`src/rx_pkg.sv`:
```
package rx_pkg;

    // ****************************************
    // clock and bit timing
    // ****************************************
    localparam int unsigned CLK_HZ        = 25_000_000;
    localparam int unsigned DIV_W         = 13;
    localparam int unsigned RT_W          = 5;
    localparam logic [4:0]  RT_FIRST      = 5'h01;
    localparam logic [4:0]  RT_RESYNC     = 5'h02;
    localparam logic [4:0]  RT_LAST       = 5'h10; // sixteen ticks per bit
    localparam logic [4:0]  RT_START_A    = 5'h03;
    localparam logic [4:0]  RT_START_B    = 5'h05;
    localparam logic [4:0]  RT_START_C    = 5'h07;
    localparam logic [4:0]  RT_VOTE_A     = 5'h08;
    localparam logic [4:0]  RT_VOTE_B     = 5'h09;
    localparam logic [4:0]  RT_VOTE_C     = 5'h0A;

    // ****************************************
    // character format and idle detection
    // ****************************************
    localparam int unsigned DATA_W        = 9;
    localparam logic [3:0]  BITS_SHORT    = 4'h8;
    localparam logic [3:0]  BITS_LONG     = 4'h9;
    localparam logic [3:0]  IDLE_SHORT    = 4'hA; // 10 ones
    localparam logic [3:0]  IDLE_LONG     = 4'hB; // 11 ones
    localparam int unsigned BUF_DEPTH     = 2;

    // ****************************************
    // positions in the status clear vector
    // ****************************************
    localparam int unsigned CLR_IDLE      = 0;
    localparam int unsigned CLR_OVERRUN   = 1;
    localparam int unsigned CLR_NOISE     = 2;
    localparam int unsigned CLR_FRAMING   = 3;
    localparam int unsigned CLR_PARITY    = 4;
    localparam int unsigned CLR_W         = 5;

    // ****************************************
    // receiver states
    // ****************************************
    typedef enum logic [3:0] {
        ST_SEARCH = 4'b0001,
        ST_START  = 4'b0010,
        ST_DATA   = 4'b0100,
        ST_STOP   = 4'b1000
    } rx_state_t;

endpackage : rx_pkg

```
`src/async_rx_data_recovery.sv`:
```
`timescale 1ns/1ps
module async_rx_data_recovery (
    // clock and reset
    input  wire logic                      ref_clk_in,
    input  wire logic                      rst_n_in,
    // serial line
    input  wire logic                      rx_serial_in,
    // configuration
    input  wire logic                      rx_enable_in,
    input  wire logic [rx_pkg::DIV_W-1:0]  baud_div_in,
    input  wire logic                      nine_bit_in,
    input  wire logic                      parity_en_in,
    input  wire logic                      parity_odd_in,
    input  wire logic                      wake_addr_mark_in,
    input  wire logic                      idle_count_origin_in,
    // interrupt enables
    input  wire logic                      rx_full_irq_enable_in,
    input  wire logic                      idle_irq_enable_in,
    input  wire logic                      overrun_irq_enable_in,
    input  wire logic                      noise_irq_enable_in,
    input  wire logic                      framing_irq_enable_in,
    input  wire logic                      parity_irq_enable_in,
    // software access
    input  wire logic                      standby_write_in,
    input  wire logic                      standby_wdata_in,
    input  wire logic                      rx_read_in,
    input  wire logic [rx_pkg::CLR_W-1:0]  status_clear_in,
    // data and status
    output logic [rx_pkg::DATA_W-1:0]      rx_data_buffer_out,
    output logic                           rx_full_flag_out,
    output logic                           standby_request_out,
    output logic                           idle_flag_out,
    output logic                           overrun_flag_out,
    output logic                           noise_flag_out,
    output logic                           framing_error_flag_out,
    output logic                           parity_error_flag_out,
    // interrupt requests
    output logic                           rx_irq_out,
    output logic                           err_irq_out
);

    // ****************************************
    // helpers
    // ****************************************
    function automatic logic vote3(input logic [2:0] s);
        vote3 = (s[0] & s[1]) | (s[0] & s[2]) | (s[1] & s[2]);
    endfunction : vote3

    function automatic logic split3(input logic [2:0] s);
        split3 = (s != 3'b000) && (s != 3'b111);
    endfunction : split3

    // ****************************************
    // declarations
    // ****************************************
    rx_pkg::rx_state_t         state_q;
    logic [rx_pkg::RT_W-1:0]   rt_q;
    logic [2:0]                hist_q;
    logic [1:0]                start_s_q;
    logic [1:0]                vote_q;
    logic [3:0]                bit_idx_q;
    logic [rx_pkg::DATA_W-1:0] shift_q;
    logic                      char_noise_q;
    logic                      last_bit_q;
    logic                      prev_smp_q;
    logic [3:0]                ones_q;
    logic                      standby_q;
    logic                      idle_q;
    logic                      overrun_q;
    logic                      noise_q;
    logic                      framing_q;
    logic                      parity_q;
    logic                      tick;
    logic                      rx;
    logic [rx_pkg::RT_W-1:0]   rt_inc;
    logic [2:0]                votes;
    logic                      bit_val;
    logic                      edge_fall;
    logic                      resync;
    logic [3:0]                nbits;
    logic [3:0]                idle_thr;
    logic                      stop_eval;
    logic [rx_pkg::DATA_W-1:0] char_data;
    logic                      char_fe;
    logic                      char_nf;
    logic                      char_pe;
    logic                      accept;
    logic                      buf_ready;
    logic                      push;
    logic                      drop;
    logic                      one_bit;
    logic                      zero_bit;
    logic                      idle_event;
    logic                      idle_level;
    logic                      wake_idle;
    logic                      wake_addr;

    // ****************************************
    // sample tick and buffer
    // ****************************************
    rx_tick_gen u_tick (
        .ref_clk_in  (ref_clk_in),
        .rst_n_in    (rst_n_in),
        .enable_in   (rx_enable_in),
        .baud_div_in (baud_div_in),
        .tick_out    (tick)
    );

    rx_char_buf #(.WIDTH(rx_pkg::DATA_W)) u_buf (
        .ref_clk_in    (ref_clk_in),
        .rst_n_in      (rst_n_in),
        .in_valid_in   (push),
        .in_ready_out  (buf_ready),
        .in_data_in    (char_data),
        .out_valid_out (rx_full_flag_out),
        .out_ready_in  (rx_read_in),
        .out_data_out  (rx_data_buffer_out)
    );

    // ****************************************
    // per-tick decode
    // ****************************************
    assign rx        = rx_serial_in;
    assign rt_inc    = (rt_q == rx_pkg::RT_LAST) ? rx_pkg::RT_FIRST
                                                 : rt_q + 1'b1;
    assign votes     = {rx, vote_q};
    assign bit_val   = vote3(votes);
    assign edge_fall = prev_smp_q & ~rx;
    // only edges outside the vote window move the count
    assign resync    = last_bit_q & edge_fall
                     & ((rt_q < rx_pkg::RT_VOTE_A)
                     | (rt_q > rx_pkg::RT_VOTE_C));
    assign nbits     = nine_bit_in ? rx_pkg::BITS_LONG : rx_pkg::BITS_SHORT;
    assign idle_thr  = nine_bit_in ? rx_pkg::IDLE_LONG : rx_pkg::IDLE_SHORT;
    assign stop_eval = tick & (state_q == rx_pkg::ST_STOP)
                     & (rt_q == rx_pkg::RT_VOTE_C);

    // ****************************************
    // character completion
    // ****************************************
    // eight-bit mode repeats bit seven in the top position
    assign char_data = nine_bit_in ? shift_q
                                   : {shift_q[8], shift_q[8:1]};
    assign char_fe   = ~bit_val;
    assign char_nf   = char_noise_q | split3(votes);
    assign char_pe   = parity_en_in & ((^char_data[7:0])
                     ^ (nine_bit_in & char_data[8]) ^ parity_odd_in);
    // in standby only an address mark gets through
    assign wake_addr = standby_q & wake_addr_mark_in
                     & char_data[rx_pkg::DATA_W-1];
    assign accept    = ~standby_q | wake_addr;
    assign push      = stop_eval & accept & buf_ready;
    assign drop      = stop_eval & accept & ~buf_ready;

    // ****************************************
    // idle line tracking
    // ****************************************
    always_comb begin
        one_bit  = 1'b0;
        zero_bit = 1'b0;
        if (tick) begin
            unique case (state_q)
                rx_pkg::ST_SEARCH: begin
                    one_bit = (rt_q == rx_pkg::RT_LAST) & rx;
                end
                rx_pkg::ST_START: begin
                    zero_bit = (rt_q == rx_pkg::RT_LAST); // start breaks run
                end
                rx_pkg::ST_DATA: begin
                    if (rt_q == rx_pkg::RT_VOTE_C) begin
                        one_bit  = bit_val & ~idle_count_origin_in;
                        zero_bit = ~bit_val;
                    end
                end
                rx_pkg::ST_STOP: begin
                    if (rt_q == rx_pkg::RT_VOTE_C) begin
                        one_bit  = bit_val & ~idle_count_origin_in;
                        zero_bit = ~bit_val;
                    end
                end
            endcase
        end
    end

    assign idle_event = one_bit & (ones_q == idle_thr - 1'b1);
    assign idle_level = (ones_q >= idle_thr);
    // level test also wakes a standby set on an idle line
    assign wake_idle  = standby_q & ~wake_addr_mark_in
                      & (idle_level | idle_event);

    // consecutive ones, saturating at the threshold
    always_ff @(posedge ref_clk_in or negedge rst_n_in) begin
        if (!rst_n_in) begin
            ones_q <= 4'h0;
        end else if (!rx_enable_in || zero_bit) begin
            ones_q <= 4'h0;
        end else if (one_bit && !idle_level) begin
            ones_q <= ones_q + 1'b1;
        end
    end

    // ****************************************
    // recovery state machine
    // ****************************************
    always_ff @(posedge ref_clk_in or negedge rst_n_in) begin
        if (!rst_n_in) begin
            state_q      <= rx_pkg::ST_SEARCH;
            rt_q         <= rx_pkg::RT_FIRST;
            hist_q       <= 3'b000;
            start_s_q    <= 2'b11;
            vote_q       <= 2'b11;
            bit_idx_q    <= 4'h0;
            shift_q      <= '0;
            char_noise_q <= 1'b0;
            last_bit_q   <= 1'b0;
            prev_smp_q   <= 1'b1;
        end else if (!rx_enable_in) begin
            state_q      <= rx_pkg::ST_SEARCH;
            rt_q         <= rx_pkg::RT_FIRST;
            hist_q       <= 3'b000;
        end else if (tick) begin
            prev_smp_q <= rx;
            rt_q       <= rt_inc;
            unique case (state_q)
                rx_pkg::ST_SEARCH: begin
                    hist_q <= {hist_q[1:0], rx};
                    if (hist_q == 3'b111 && !rx) begin
                        state_q      <= rx_pkg::ST_START;
                        rt_q         <= rx_pkg::RT_FIRST + 1'b1;
                        char_noise_q <= 1'b0;
                        bit_idx_q    <= 4'h0;
                        last_bit_q   <= 1'b0;
                    end
                end
                rx_pkg::ST_START: begin
                    if (rt_q == rx_pkg::RT_START_A) begin
                        start_s_q[0] <= rx;
                    end
                    if (rt_q == rx_pkg::RT_START_B) begin
                        start_s_q[1] <= rx;
                    end
                    if (rt_q == rx_pkg::RT_START_C) begin
                        if (!vote3({rx, start_s_q})) begin
                            char_noise_q <= |{rx, start_s_q};
                        end else begin
                            state_q <= rx_pkg::ST_SEARCH;
                            rt_q    <= rx_pkg::RT_FIRST;
                            hist_q  <= 3'b000;
                        end
                    end
                    // still a start bit, only marked noisy
                    if (rt_q >= rx_pkg::RT_VOTE_A &&
                        rt_q <= rx_pkg::RT_VOTE_C && rx) begin
                        char_noise_q <= 1'b1;
                    end
                    if (rt_q == rx_pkg::RT_LAST) begin
                        state_q <= rx_pkg::ST_DATA;
                    end
                end
                rx_pkg::ST_DATA: begin
                    if (rt_q == rx_pkg::RT_VOTE_A) begin
                        vote_q[0] <= rx;
                    end
                    if (rt_q == rx_pkg::RT_VOTE_B) begin
                        vote_q[1] <= rx;
                    end
                    if (rt_q == rx_pkg::RT_VOTE_C) begin
                        shift_q    <= {bit_val, shift_q[8:1]};
                        last_bit_q <= bit_val;
                        if (split3(votes)) begin
                            char_noise_q <= 1'b1;
                        end
                    end
                    if (resync) begin
                        rt_q <= rx_pkg::RT_RESYNC;
                    end
                    // an early edge opens the next bit
                    if (rt_q == rx_pkg::RT_LAST ||
                        (resync && rt_q > rx_pkg::RT_VOTE_C)) begin
                        if (bit_idx_q == nbits - 1'b1) begin
                            state_q <= rx_pkg::ST_STOP;
                        end else begin
                            bit_idx_q <= bit_idx_q + 1'b1;
                        end
                    end
                end
                rx_pkg::ST_STOP: begin
                    if (rt_q == rx_pkg::RT_VOTE_A) begin
                        vote_q[0] <= rx;
                    end
                    if (rt_q == rx_pkg::RT_VOTE_B) begin
                        vote_q[1] <= rx;
                    end
                    if (resync && rt_q < rx_pkg::RT_VOTE_A) begin
                        rt_q <= rx_pkg::RT_RESYNC;
                    end
                    // finish at the last vote so the next start is seen
                    if (rt_q == rx_pkg::RT_VOTE_C) begin
                        state_q <= rx_pkg::ST_SEARCH;
                        rt_q    <= rx_pkg::RT_FIRST;
                        hist_q  <= {3{bit_val}};
                    end
                end
                default: begin
                    state_q <= rx_pkg::ST_SEARCH;
                    rt_q    <= rx_pkg::RT_FIRST;
                end
            endcase
        end
    end

    // ****************************************
    // standby request
    // ****************************************
    // software write wins over a wake in the same cycle
    always_ff @(posedge ref_clk_in or negedge rst_n_in) begin
        if (!rst_n_in) begin
            standby_q <= 1'b0;
        end else if (standby_write_in) begin
            standby_q <= standby_wdata_in;
        end else if ((stop_eval && wake_addr) || wake_idle) begin
            standby_q <= 1'b0;
        end
    end

    // ****************************************
    // sticky status flags, set beats clear
    // ****************************************
    always_ff @(posedge ref_clk_in or negedge rst_n_in) begin
        if (!rst_n_in) begin
            idle_q    <= 1'b0;
            overrun_q <= 1'b0;
            noise_q   <= 1'b0;
            framing_q <= 1'b0;
            parity_q  <= 1'b0;
        end else begin
            idle_q    <= (idle_q & ~status_clear_in[rx_pkg::CLR_IDLE])
                       | (idle_event & ~standby_q);
            overrun_q <= (overrun_q & ~status_clear_in[rx_pkg::CLR_OVERRUN])
                       | drop;
            noise_q   <= (noise_q & ~status_clear_in[rx_pkg::CLR_NOISE])
                       | (push & char_nf);
            framing_q <= (framing_q & ~status_clear_in[rx_pkg::CLR_FRAMING])
                       | (push & char_fe);
            parity_q  <= (parity_q & ~status_clear_in[rx_pkg::CLR_PARITY])
                       | (push & char_pe);
        end
    end

    // ****************************************
    // outputs and interrupt requests
    // ****************************************
    assign standby_request_out    = standby_q;
    assign idle_flag_out          = idle_q;
    assign overrun_flag_out       = overrun_q;
    assign noise_flag_out         = noise_q;
    assign framing_error_flag_out = framing_q;
    assign parity_error_flag_out  = parity_q;

    assign rx_irq_out  = ~standby_q
                       & ((rx_full_flag_out & rx_full_irq_enable_in)
                       | (idle_q & idle_irq_enable_in));
    assign err_irq_out = (overrun_q & overrun_irq_enable_in)
                       | (noise_q & noise_irq_enable_in)
                       | (framing_q & framing_irq_enable_in)
                       | (parity_q & parity_irq_enable_in);

endmodule : async_rx_data_recovery

```
`src/rx_char_buf.sv`:
```
`timescale 1ns/1ps
module rx_char_buf #(
    parameter int unsigned WIDTH = rx_pkg::DATA_W
) (
    // clock and reset
    input  wire logic             ref_clk_in,
    input  wire logic             rst_n_in,
    // filling side
    input  wire logic             in_valid_in,
    output logic                  in_ready_out,
    input  wire logic [WIDTH-1:0] in_data_in,
    // draining side
    output logic                  out_valid_out,
    input  wire logic             out_ready_in,
    output logic [WIDTH-1:0]      out_data_out
);

    // ****************************************
    // two-entry storage
    // ****************************************
    logic [WIDTH-1:0] mem_q [rx_pkg::BUF_DEPTH];
    logic             wr_q;
    logic             rd_q;
    logic [1:0]       cnt_q;
    logic             push;
    logic             pop;

    // handshakes straight from the fill count
    assign in_ready_out  = (cnt_q != 2'd2);
    assign out_valid_out = (cnt_q != 2'd0);
    assign out_data_out  = mem_q[rd_q];
    assign push          = in_valid_in & in_ready_out;
    assign pop           = out_valid_out & out_ready_in;

    // entries are written only, never reset; the count guards reads
    always_ff @(posedge ref_clk_in) begin
        if (push) begin
            mem_q[wr_q] <= in_data_in;
        end
    end

    // pointers and count
    always_ff @(posedge ref_clk_in or negedge rst_n_in) begin
        if (!rst_n_in) begin
            wr_q  <= 1'b0;
            rd_q  <= 1'b0;
            cnt_q <= 2'd0;
        end else begin
            if (push) begin
                wr_q <= ~wr_q;
            end
            if (pop) begin
                rd_q <= ~rd_q;
            end
            cnt_q <= cnt_q + {1'b0, push} - {1'b0, pop};
        end
    end

endmodule : rx_char_buf

```
`src/rx_tick_gen.sv`:
```
`timescale 1ns/1ps
module rx_tick_gen (
    // clock and reset
    input  wire logic                     ref_clk_in,
    input  wire logic                     rst_n_in,
    // control
    input  wire logic                     enable_in,
    input  wire logic [rx_pkg::DIV_W-1:0] baud_div_in,
    // sixteen times the baud rate
    output logic                          tick_out
);

    // ****************************************
    // divider
    // ****************************************
    logic [rx_pkg::DIV_W-1:0] cnt_q;

    // counts down from the divisor; one pulse per wrap
    always_ff @(posedge ref_clk_in or negedge rst_n_in) begin
        if (!rst_n_in) begin
            cnt_q    <= '0;
            tick_out <= 1'b0;
        end else if (!enable_in) begin
            cnt_q    <= '0;
            tick_out <= 1'b0;
        end else if (cnt_q == '0) begin
            cnt_q    <= baud_div_in;
            tick_out <= 1'b1;
        end else begin
            cnt_q    <= cnt_q - 1'b1;
            tick_out <= 1'b0;
        end
    end

endmodule : rx_tick_gen

```
`config.mk`:
```
export PLATFORM = sky130hd
export DESIGN_NAME = async_rx_data_recovery
export DESIGN_NICKNAME = d
export VERILOG_FILES = /design/src/rx_pkg.sv /design/src/async_rx_data_recovery.sv /design/src/rx_char_buf.sv /design/src/rx_tick_gen.sv
export SDC_FILE = /design/constraint.sdc
export NUM_CORES = 1
export LEC_CHECK = 0
export BUFFER_PORTS_ARGS = -buffer_cell sky130_fd_sc_hd__buf_2
export CORE_UTILIZATION = 50
export CTS_CLUSTER_SIZE = 10
export DETAILED_ROUTE_END_ITERATION = 8
export PLACE_DENSITY = 0.68
export SLEW_MARGIN = 20
export SYNTH_ARGS = -nofsm -noshare
export SYNTH_HDL_FRONTEND = slang
export SYNTH_HIERARCHICAL = 1
export SYNTH_SLANG_ARGS = --single-unit
```
`constraint.sdc`:
```
create_clock -name ref_clk_in -period 3.68 [get_ports ref_clk_in]
set_input_delay 0.552 -clock ref_clk_in [delete_from_list [all_inputs] [get_ports ref_clk_in]]
set_output_delay 0.552 -clock ref_clk_in [all_outputs]
set_load 0.02 [all_outputs]
```
== Word-level counts from Yosys, hierarchy flattened ==
Memories as Yosys holds them, arrays and structs flattened.
Index checks and enable logic that the tools add are counted.

* Bits in registers: 60
* Bits in writable memories: 18
* Input port bits: 36
* Word-level logic and storage cells: 237
* Memories kept: 1

* Add/subtract/negate cells: 8
* $lt $le $gt $ge: 5
* Equal/unequal tests: 33
* Multiplexer cells: 58
* Bitwise gates (word level): 73
* Reduce and logical (&&, ||, !) cells: 35

{| class="wikitable"
|+ Memory list
! memory !! words !! bits a word !! read ports !! clocked after memory_dff !! write ports !! RTL line !! text
|-
| u_buf.mem_q || 2 || 9 || 1 || 0 || 1 || rx_char_buf.sv:21 || <nowiki>logic [WIDTH-1:0] mem_q [rx_pkg::BUF_DEPTH];</nowiki>
|}

{| class="wikitable"
|+ Operators with widths
! kind !! count
|-
| $mux 4 || 14
|-
| $mux 5 || 9
|-
| $and 1x1->1 || 41
|-
| $mux 13 || 2
|-
| $ne 3x3->1 const B || 8
|-
| $pmux 5 s4 || 1
|-
| $reduce_and 4->1 || 5
|-
| $mux 1 || 19
|-
| $or 1x1->1 || 17
|-
| $pmux 4 s4 || 1
|-
| $eq 5x4->1 const B || 3
|-
| $mux 3 || 5
|-
| $logic_not 13->1 || 1
|-
| $not 1->1 || 13
|-
| $sub 13x1->13 const B || 1
|-
| $ne 2x2->1 const B || 6
|-
| $eq 5x3->1 const B || 2
|-
| $reduce_and 5->1 || 2
|-
| $pmux 3 s3 || 1
|-
| $add 4x1->4 const B || 2
|-
| $eq 4x4->1 || 2
|-
| $logic_and 1x1->1 || 8
|-
| $mux 8 || 1
|-
| $ne 4x4->1 const B || 2
|-
| 34 further kinds || 46
|}

== Longest topological paths before layout ==
* Word-level depth: 13
* Mapped depth: 11

== By module ==
The synthesis kept the hierarchy.

{| class="wikitable"
|+ Modules (own cells, without submodules)
! module !! times used !! cells each !! area each (µm²) !! sequential area each (µm²)
|-
| async_rx_data_recovery || 1 || 292 || 2845.2 || 1059.8
|-
| rx_tick_gen || 1 || 85 || 860.8 || 350.3
|-
| rx_char_buf || 1 || 47 || 853.3 || 640.6
|}

== Worst setup path before layout ==
No wires, ideal clock.

* Path type: reg-to-reg
* From: register state_q[1]
* To: memory u_buf/mem_q[0][0] (netlist name), enable pin
* Setup time: 0.374 ns
* Arrival: 2.108 ns
* Data required time: 3.306 ns
* Path slack: 1.198 ns
* Stages on the path, launching flop included: 9
* Period minus slack after synthesis: 2.482 ns
* Cell sequence: dfrtp_1 clkbuf_8 nor4b_1 nand2_1 nor2_1 nand3_1 inv_1 nand2_1 nor2_1

* Cells in the longest elaborated chain, start to end: 8

{| class="wikitable"
|+ RTL lines
! what !! RTL line !! text
|-
| start, declared || async_rx_data_recovery.sv:56 || <nowiki>rx_pkg::rx_state_t state_q;</nowiki>
|-
| start signal, assigned || async_rx_data_recovery.sv:207 || <nowiki>state_q <= rx_pkg::ST_SEARCH;</nowiki>
|-
| start signal, assigned || async_rx_data_recovery.sv:218 || <nowiki>state_q <= rx_pkg::ST_SEARCH;</nowiki>
|-
| start signal, assigned || async_rx_data_recovery.sv:228 || <nowiki>state_q <= rx_pkg::ST_START;</nowiki>
|-
| $eq 4x4->1 || async_rx_data_recovery.sv:135 || <nowiki>assign stop_eval = tick & (state_q == rx_pkg::ST_STOP)</nowiki>
|-
| $and 1x1->1 || async_rx_data_recovery.sv:135 ||
|-
| $and 1x1->1 || async_rx_data_recovery.sv:136 || <nowiki>& (rt_q == rx_pkg::RT_VOTE_C);</nowiki>
|-
| $and 1x1->1 (2 in series) || async_rx_data_recovery.sv:152 || <nowiki>assign push = stop_eval & accept & buf_ready;</nowiki>
|-
| named net push || async_rx_data_recovery.sv:89 || <nowiki>logic push;</nowiki>
|-
| $and 1x1->1 || rx_char_buf.sv:32 || <nowiki>assign push = in_valid_in & in_ready_out;</nowiki>
|-
| $mux 1 || rx_char_buf.sv:37 || <nowiki>if (push) begin</nowiki>
|-
| $mux 1 (not written as such) || rx_char_buf.sv:38 || <nowiki>mem_q[wr_q] <= in_data_in;</nowiki>
|-
| end, declared || rx_char_buf.sv:21 ||
|}

The timed path passes the listed nets, and every way through them passes these cells.

== Worst setup path in the final report ==
* From: register rt_q[2] (netlist name)
* To: memory u_buf/mem_q[0][6] (netlist name), enable pin

* Cells in the longest elaborated chain, start to end: 7

{| class="wikitable"
|+ RTL lines
! what !! RTL line !! text
|-
| start, declared || async_rx_data_recovery.sv:57 || <nowiki>logic [rx_pkg::RT_W-1:0] rt_q;</nowiki>
|-
| start signal, assigned || async_rx_data_recovery.sv:208 || <nowiki>rt_q <= rx_pkg::RT_FIRST;</nowiki>
|-
| start signal, assigned || async_rx_data_recovery.sv:219 || <nowiki>rt_q <= rx_pkg::RT_FIRST;</nowiki>
|-
| start signal, assigned || async_rx_data_recovery.sv:223 || <nowiki>rt_q <= rt_inc;</nowiki>
|-
| $eq 5x4->1 || async_rx_data_recovery.sv:136 ||
|-
| $and 1x1->1 || async_rx_data_recovery.sv:136 ||
|-
| $and 1x1->1 (2 in series) || async_rx_data_recovery.sv:152 ||
|-
| named net push || async_rx_data_recovery.sv:89 ||
|-
| $and 1x1->1 || rx_char_buf.sv:32 ||
|-
| $mux 1 || rx_char_buf.sv:37 ||
|-
| $mux 1 (not written as such) || rx_char_buf.sv:38 ||
|}

The timed path passes the listed nets, and every way through them passes these cells.

==> impl_metrics.json <==
{
  "antenna_found_initial": 0,
  "tns_ps": 0,
  "fin_crit_ps": 2600,
  "cts_num_sinks": 78,
  "rsz0062_at_grt": "false",
  "p_seq_share_pct": 47.6,
  "worst_slew_pin_slew_ps": 846,
  "synth_area_sq_um": 4560,
  "drive_gt1_share_pct": 25.7,
  "yosysWarningCount": 6,
  "endpoint_kind": "flop",
  "grt_pass1_vias": 3361,
  "post-route-period-util_pct": 70.5,
  "ys_async_sr_fraction_pct": 76.9,
  "netlist.area_leader.share_pct": 29.1,
  "vdd.ir_drop.worst_uv": 332,
  "critPathLaunchType": "flop",
  "ys_seq_elements": 78,
  "use_met1_pct": 28.7,
  "p_leak_nw": 2.20,
  "slowest_delay_ps": 570,
  "tritoncts": "yes",
  "syn-num-nets": 471,
  "drc_errors": 0,
  "crit_path_top_delay_cell": "nor2_1",
  "fp.dieW_microns": 97.5,
  "area_growth_pct": 9.50,
  "fmax_mhz": 385,
  "power_switching_uw": 791,
  "vias_per_cell": 5.72,
  "cp.arrival_ps": 2600,
  "holdCritPathClass": "in -> async",
  "std_cell_rows": 34,
  "dr.first_iter.drc_count": 195,
  "seq_area_frac_synth_pct": 45.0,
  "synth.top_cells.by_area": "dfrtp_1 (29%), edfxtp_1 (12%), mux2_2 (5.2%)",
  "postCtsSetupRepairBufs": 0,
  "slew_headroom_pct": 42.9,
  "setup_viol": 0,
  "gp_congestion": 0.882,
  "path_class": "reg -> reg",
  "core_sq_um": 8760,
  "synth.avg_cell_area_sq_um": 10.8,
  "port_buffers": 53,
  "critPathTopFamily": "simple AND/OR/NAND/NOR gates",
  "cts_resized": 0,
  "drv_slew": 0,
  "grt_pass1_wl_microns": 16600,
  "vias": 3360,
  "dp_hpwl_microns": 7220,
  "htree_num_levels": 3,
  "p_sw_share_pct": 34.6,
  "synth_edf_count": 18,
  "ctsHoldBuffers": 0,
  "pre_cts_ws_ps": 1070,
  "cts_buffer_depth": 2,
  "wl_microns": 9810,
  "max_cap_violations": 0,
  "path_cells": "nor3b_2 -> nand2_2 -> nor2_1 -> nand3_1 -> inv_1 -> nand2_1 -> nor2_1",
  "dr.pass1.iters": 5,
  "comb_power_share_pct": 25.1,
  "cp.required_ps": 3680,
  "cts-buffers-inserted": 9,
  "synthCells": 424,
  "wire_per_inst_microns": 16.7,
  "nets": 521,
  "yosysTopAreaCell": "dfrtp_1",
  "synth_cell_types": 76,
  "use_met3_pct": 5.47,
  "ant_nets": 0,
  "fillers": 787,
  "overflow": 0,
  "ios": 54,
  "setup_ws_ps": 1080,
  "final_hold_viol_count": 0,
  "crit_path_max_fanout": 14,
  "finalPower_mw": 2.29,
  "r2r_slack_ps": 1080,
  "initial_core_util_pct": 52.0,
  "grt_max_degree": 48,
  "antenna_cells": 0,
  "cts.clk_slew.worst_paths_ps": 90,
  "insertion_delay_ps": 360,
  "cp_num_cells": 7,
  "timing.critical_path.mode_cell": "nor2_1",
  "die_area_sq_um": 9500,
  "grt_usage_pct": 22.0,
  "clock-root-buffer": "clkbuf_8",
  "ys.flop_type": "dfrtp_1",
  "status": "complete, no violations",
  "die_h_microns": 97.5,
  "met2_usage_pct": 36.1,
  "crit_buf_inv": 1,
  "r2r_cells": 7,
  "power_density_nw_per_um2": 458,
  "clock_skew_ps": 11.1,
  "busiest_layer": "met2",
  "intPower_mw": 1.50,
  "clockPowerShare_pct": 27.3
}
-- registers in the layout, summed over array words and instances, names as in the netlist, 2 cells and up --
register	flops
vote_q	2
hist_q	3
state_q	4
ones_q	4
u_buf/mem_q	18
shift_q	9
rt_q	5
u_tick/cnt_q	13
bit_idx_q	4
start_s_q	2
u_buf/cnt_q	2
-- power groups by stage --
stage | Sequential, mW | Clock, mW | Combinational, mW
detailed placement | 1.11 | 0 | 0.577
finish | 1.09 | 0.624 | 0.574
global placement | 1.10 | 0 | 0.561
floorplan | 1.05 | 0 | 0.505
CTS | 1.09 | 0.645 | 0.582
global route | 1.10 | 0.682 | 0.652
-- cells in the final DEF (no fill, tap or decap), types with 5 or more instances in the layout --
master | Yosys | final
mux2_2 | 21 | 21
clkbuf_8 | 3 | 9
o21ai_0 | 20 | 20
o31ai_1 | 5 | 5
mux2_1 | 9 | 9
o21ai_1 | 5 | 5
xor2_1 | 7 | 7
nor3_1 | 9 | 9
mux2i_1 | 5 | 5
buf_4 | 0 | 5
inv_1 | 26 | 26
o22ai_1 | 5 | 5
nand3b_1 | 5 | 5
and3_1 | 5 | 5
dfstp_2 | 7 | 7
buf_2 | 2 | 52
nand2_1 | 43 | 43
o211a_1 | 5 | 5
dfrtp_1 | 53 | 53
nor2_1 | 21 | 21
a31oi_1 | 7 | 7
ha_1 | 11 | 11
xnor2_1 | 13 | 13
a21oi_1 | 10 | 10
nand3_1 | 23 | 23
edfxtp_1 | 18 | 18
-- cell families (layout without fill, tap and decap cells) --
kind of cell	after synthesis	count (layout)	synth area share [%]
simple gates	148	148	18.8
xor+xnor	22	22	4.83
mux	35	35	8.51
fa+ha+maj	12	12	3.24
flops	78	78	45.0
buf+inv	44	99	6.26
compound gates	85	85	13.4
-- layout make-up --
type	instances	area, sq um	area share, %
Sequential cell	78	2050	41.1
Inverter	26	97.6	1.95
Clock inverter	7	63.8	1.28
Tap cell	108	135	2.71
Clock buffer	9	124	2.48
Multi-Input combinational cell	302	2220	44.5
Timing Repair Buffer	57	298	5.96
-- metal layers --
layer  routed length (microns)  vias up  share of wire, %
li1                          -     1649                 -
met1                      4390     1612                45
met2                      4830       89                49
met3                       455       10               4.6
met4                       131        0               1.3
met5                         0        -                 0
-- metrics by stage --
step | hold slack, ps | utilization, % | area [sq um] | std cells
final | 209 | 57.0 | 4990 | 587
after global routing | 238 | 57.0 | 4990 | 587
after floorplan | 256 | - | 4560 | 424
after CTS | 342 | 56.9 | 4990 | 587
after global placement | 476 | 54.8 | 4800 | 571
after detailed placement | 490 | 54.8 | 4800 | 571
-- worst register-to-register path, stage by stage, from the launching register on --
cell and delay, ps:
dfrtp_1 550, nor3b_2 340, nand2_2 220, nor2_1 200, nand3_1 170, inv_1 100
nand2_1 90, nor2_1 570
-- cells in the mapped netlist (all sizes together), types with 6 or more instances --
cell	number
dfrtp	53
nand2	44
mux2	30
inv	26
o21ai	25
nand3	23
nor2	22
edfxtp	18
xnor2	13
nor3	12
ha	11
a21oi	10
a31oi	8
buf	8
dfstp	7
xor2	7
clkbuf	6
-- worst paths after layout --
kind	startpoint	end
setup / recovery	rt_q[2]	u_buf/mem_q[0][6]
hold / removal	rst_n_in	rt_q[3]
setup reg to reg	rt_q[2]	u_buf/mem_q[0][6]
hold reg to reg	u_buf/wr_q	u_buf/wr_q
max in group asynchronous	rst_n_in	prev_smp_q
min in group ref_clk_in	status_clear_in[2]	noise_flag_out
No activity file was read; power rests on OpenSTA's default activity.
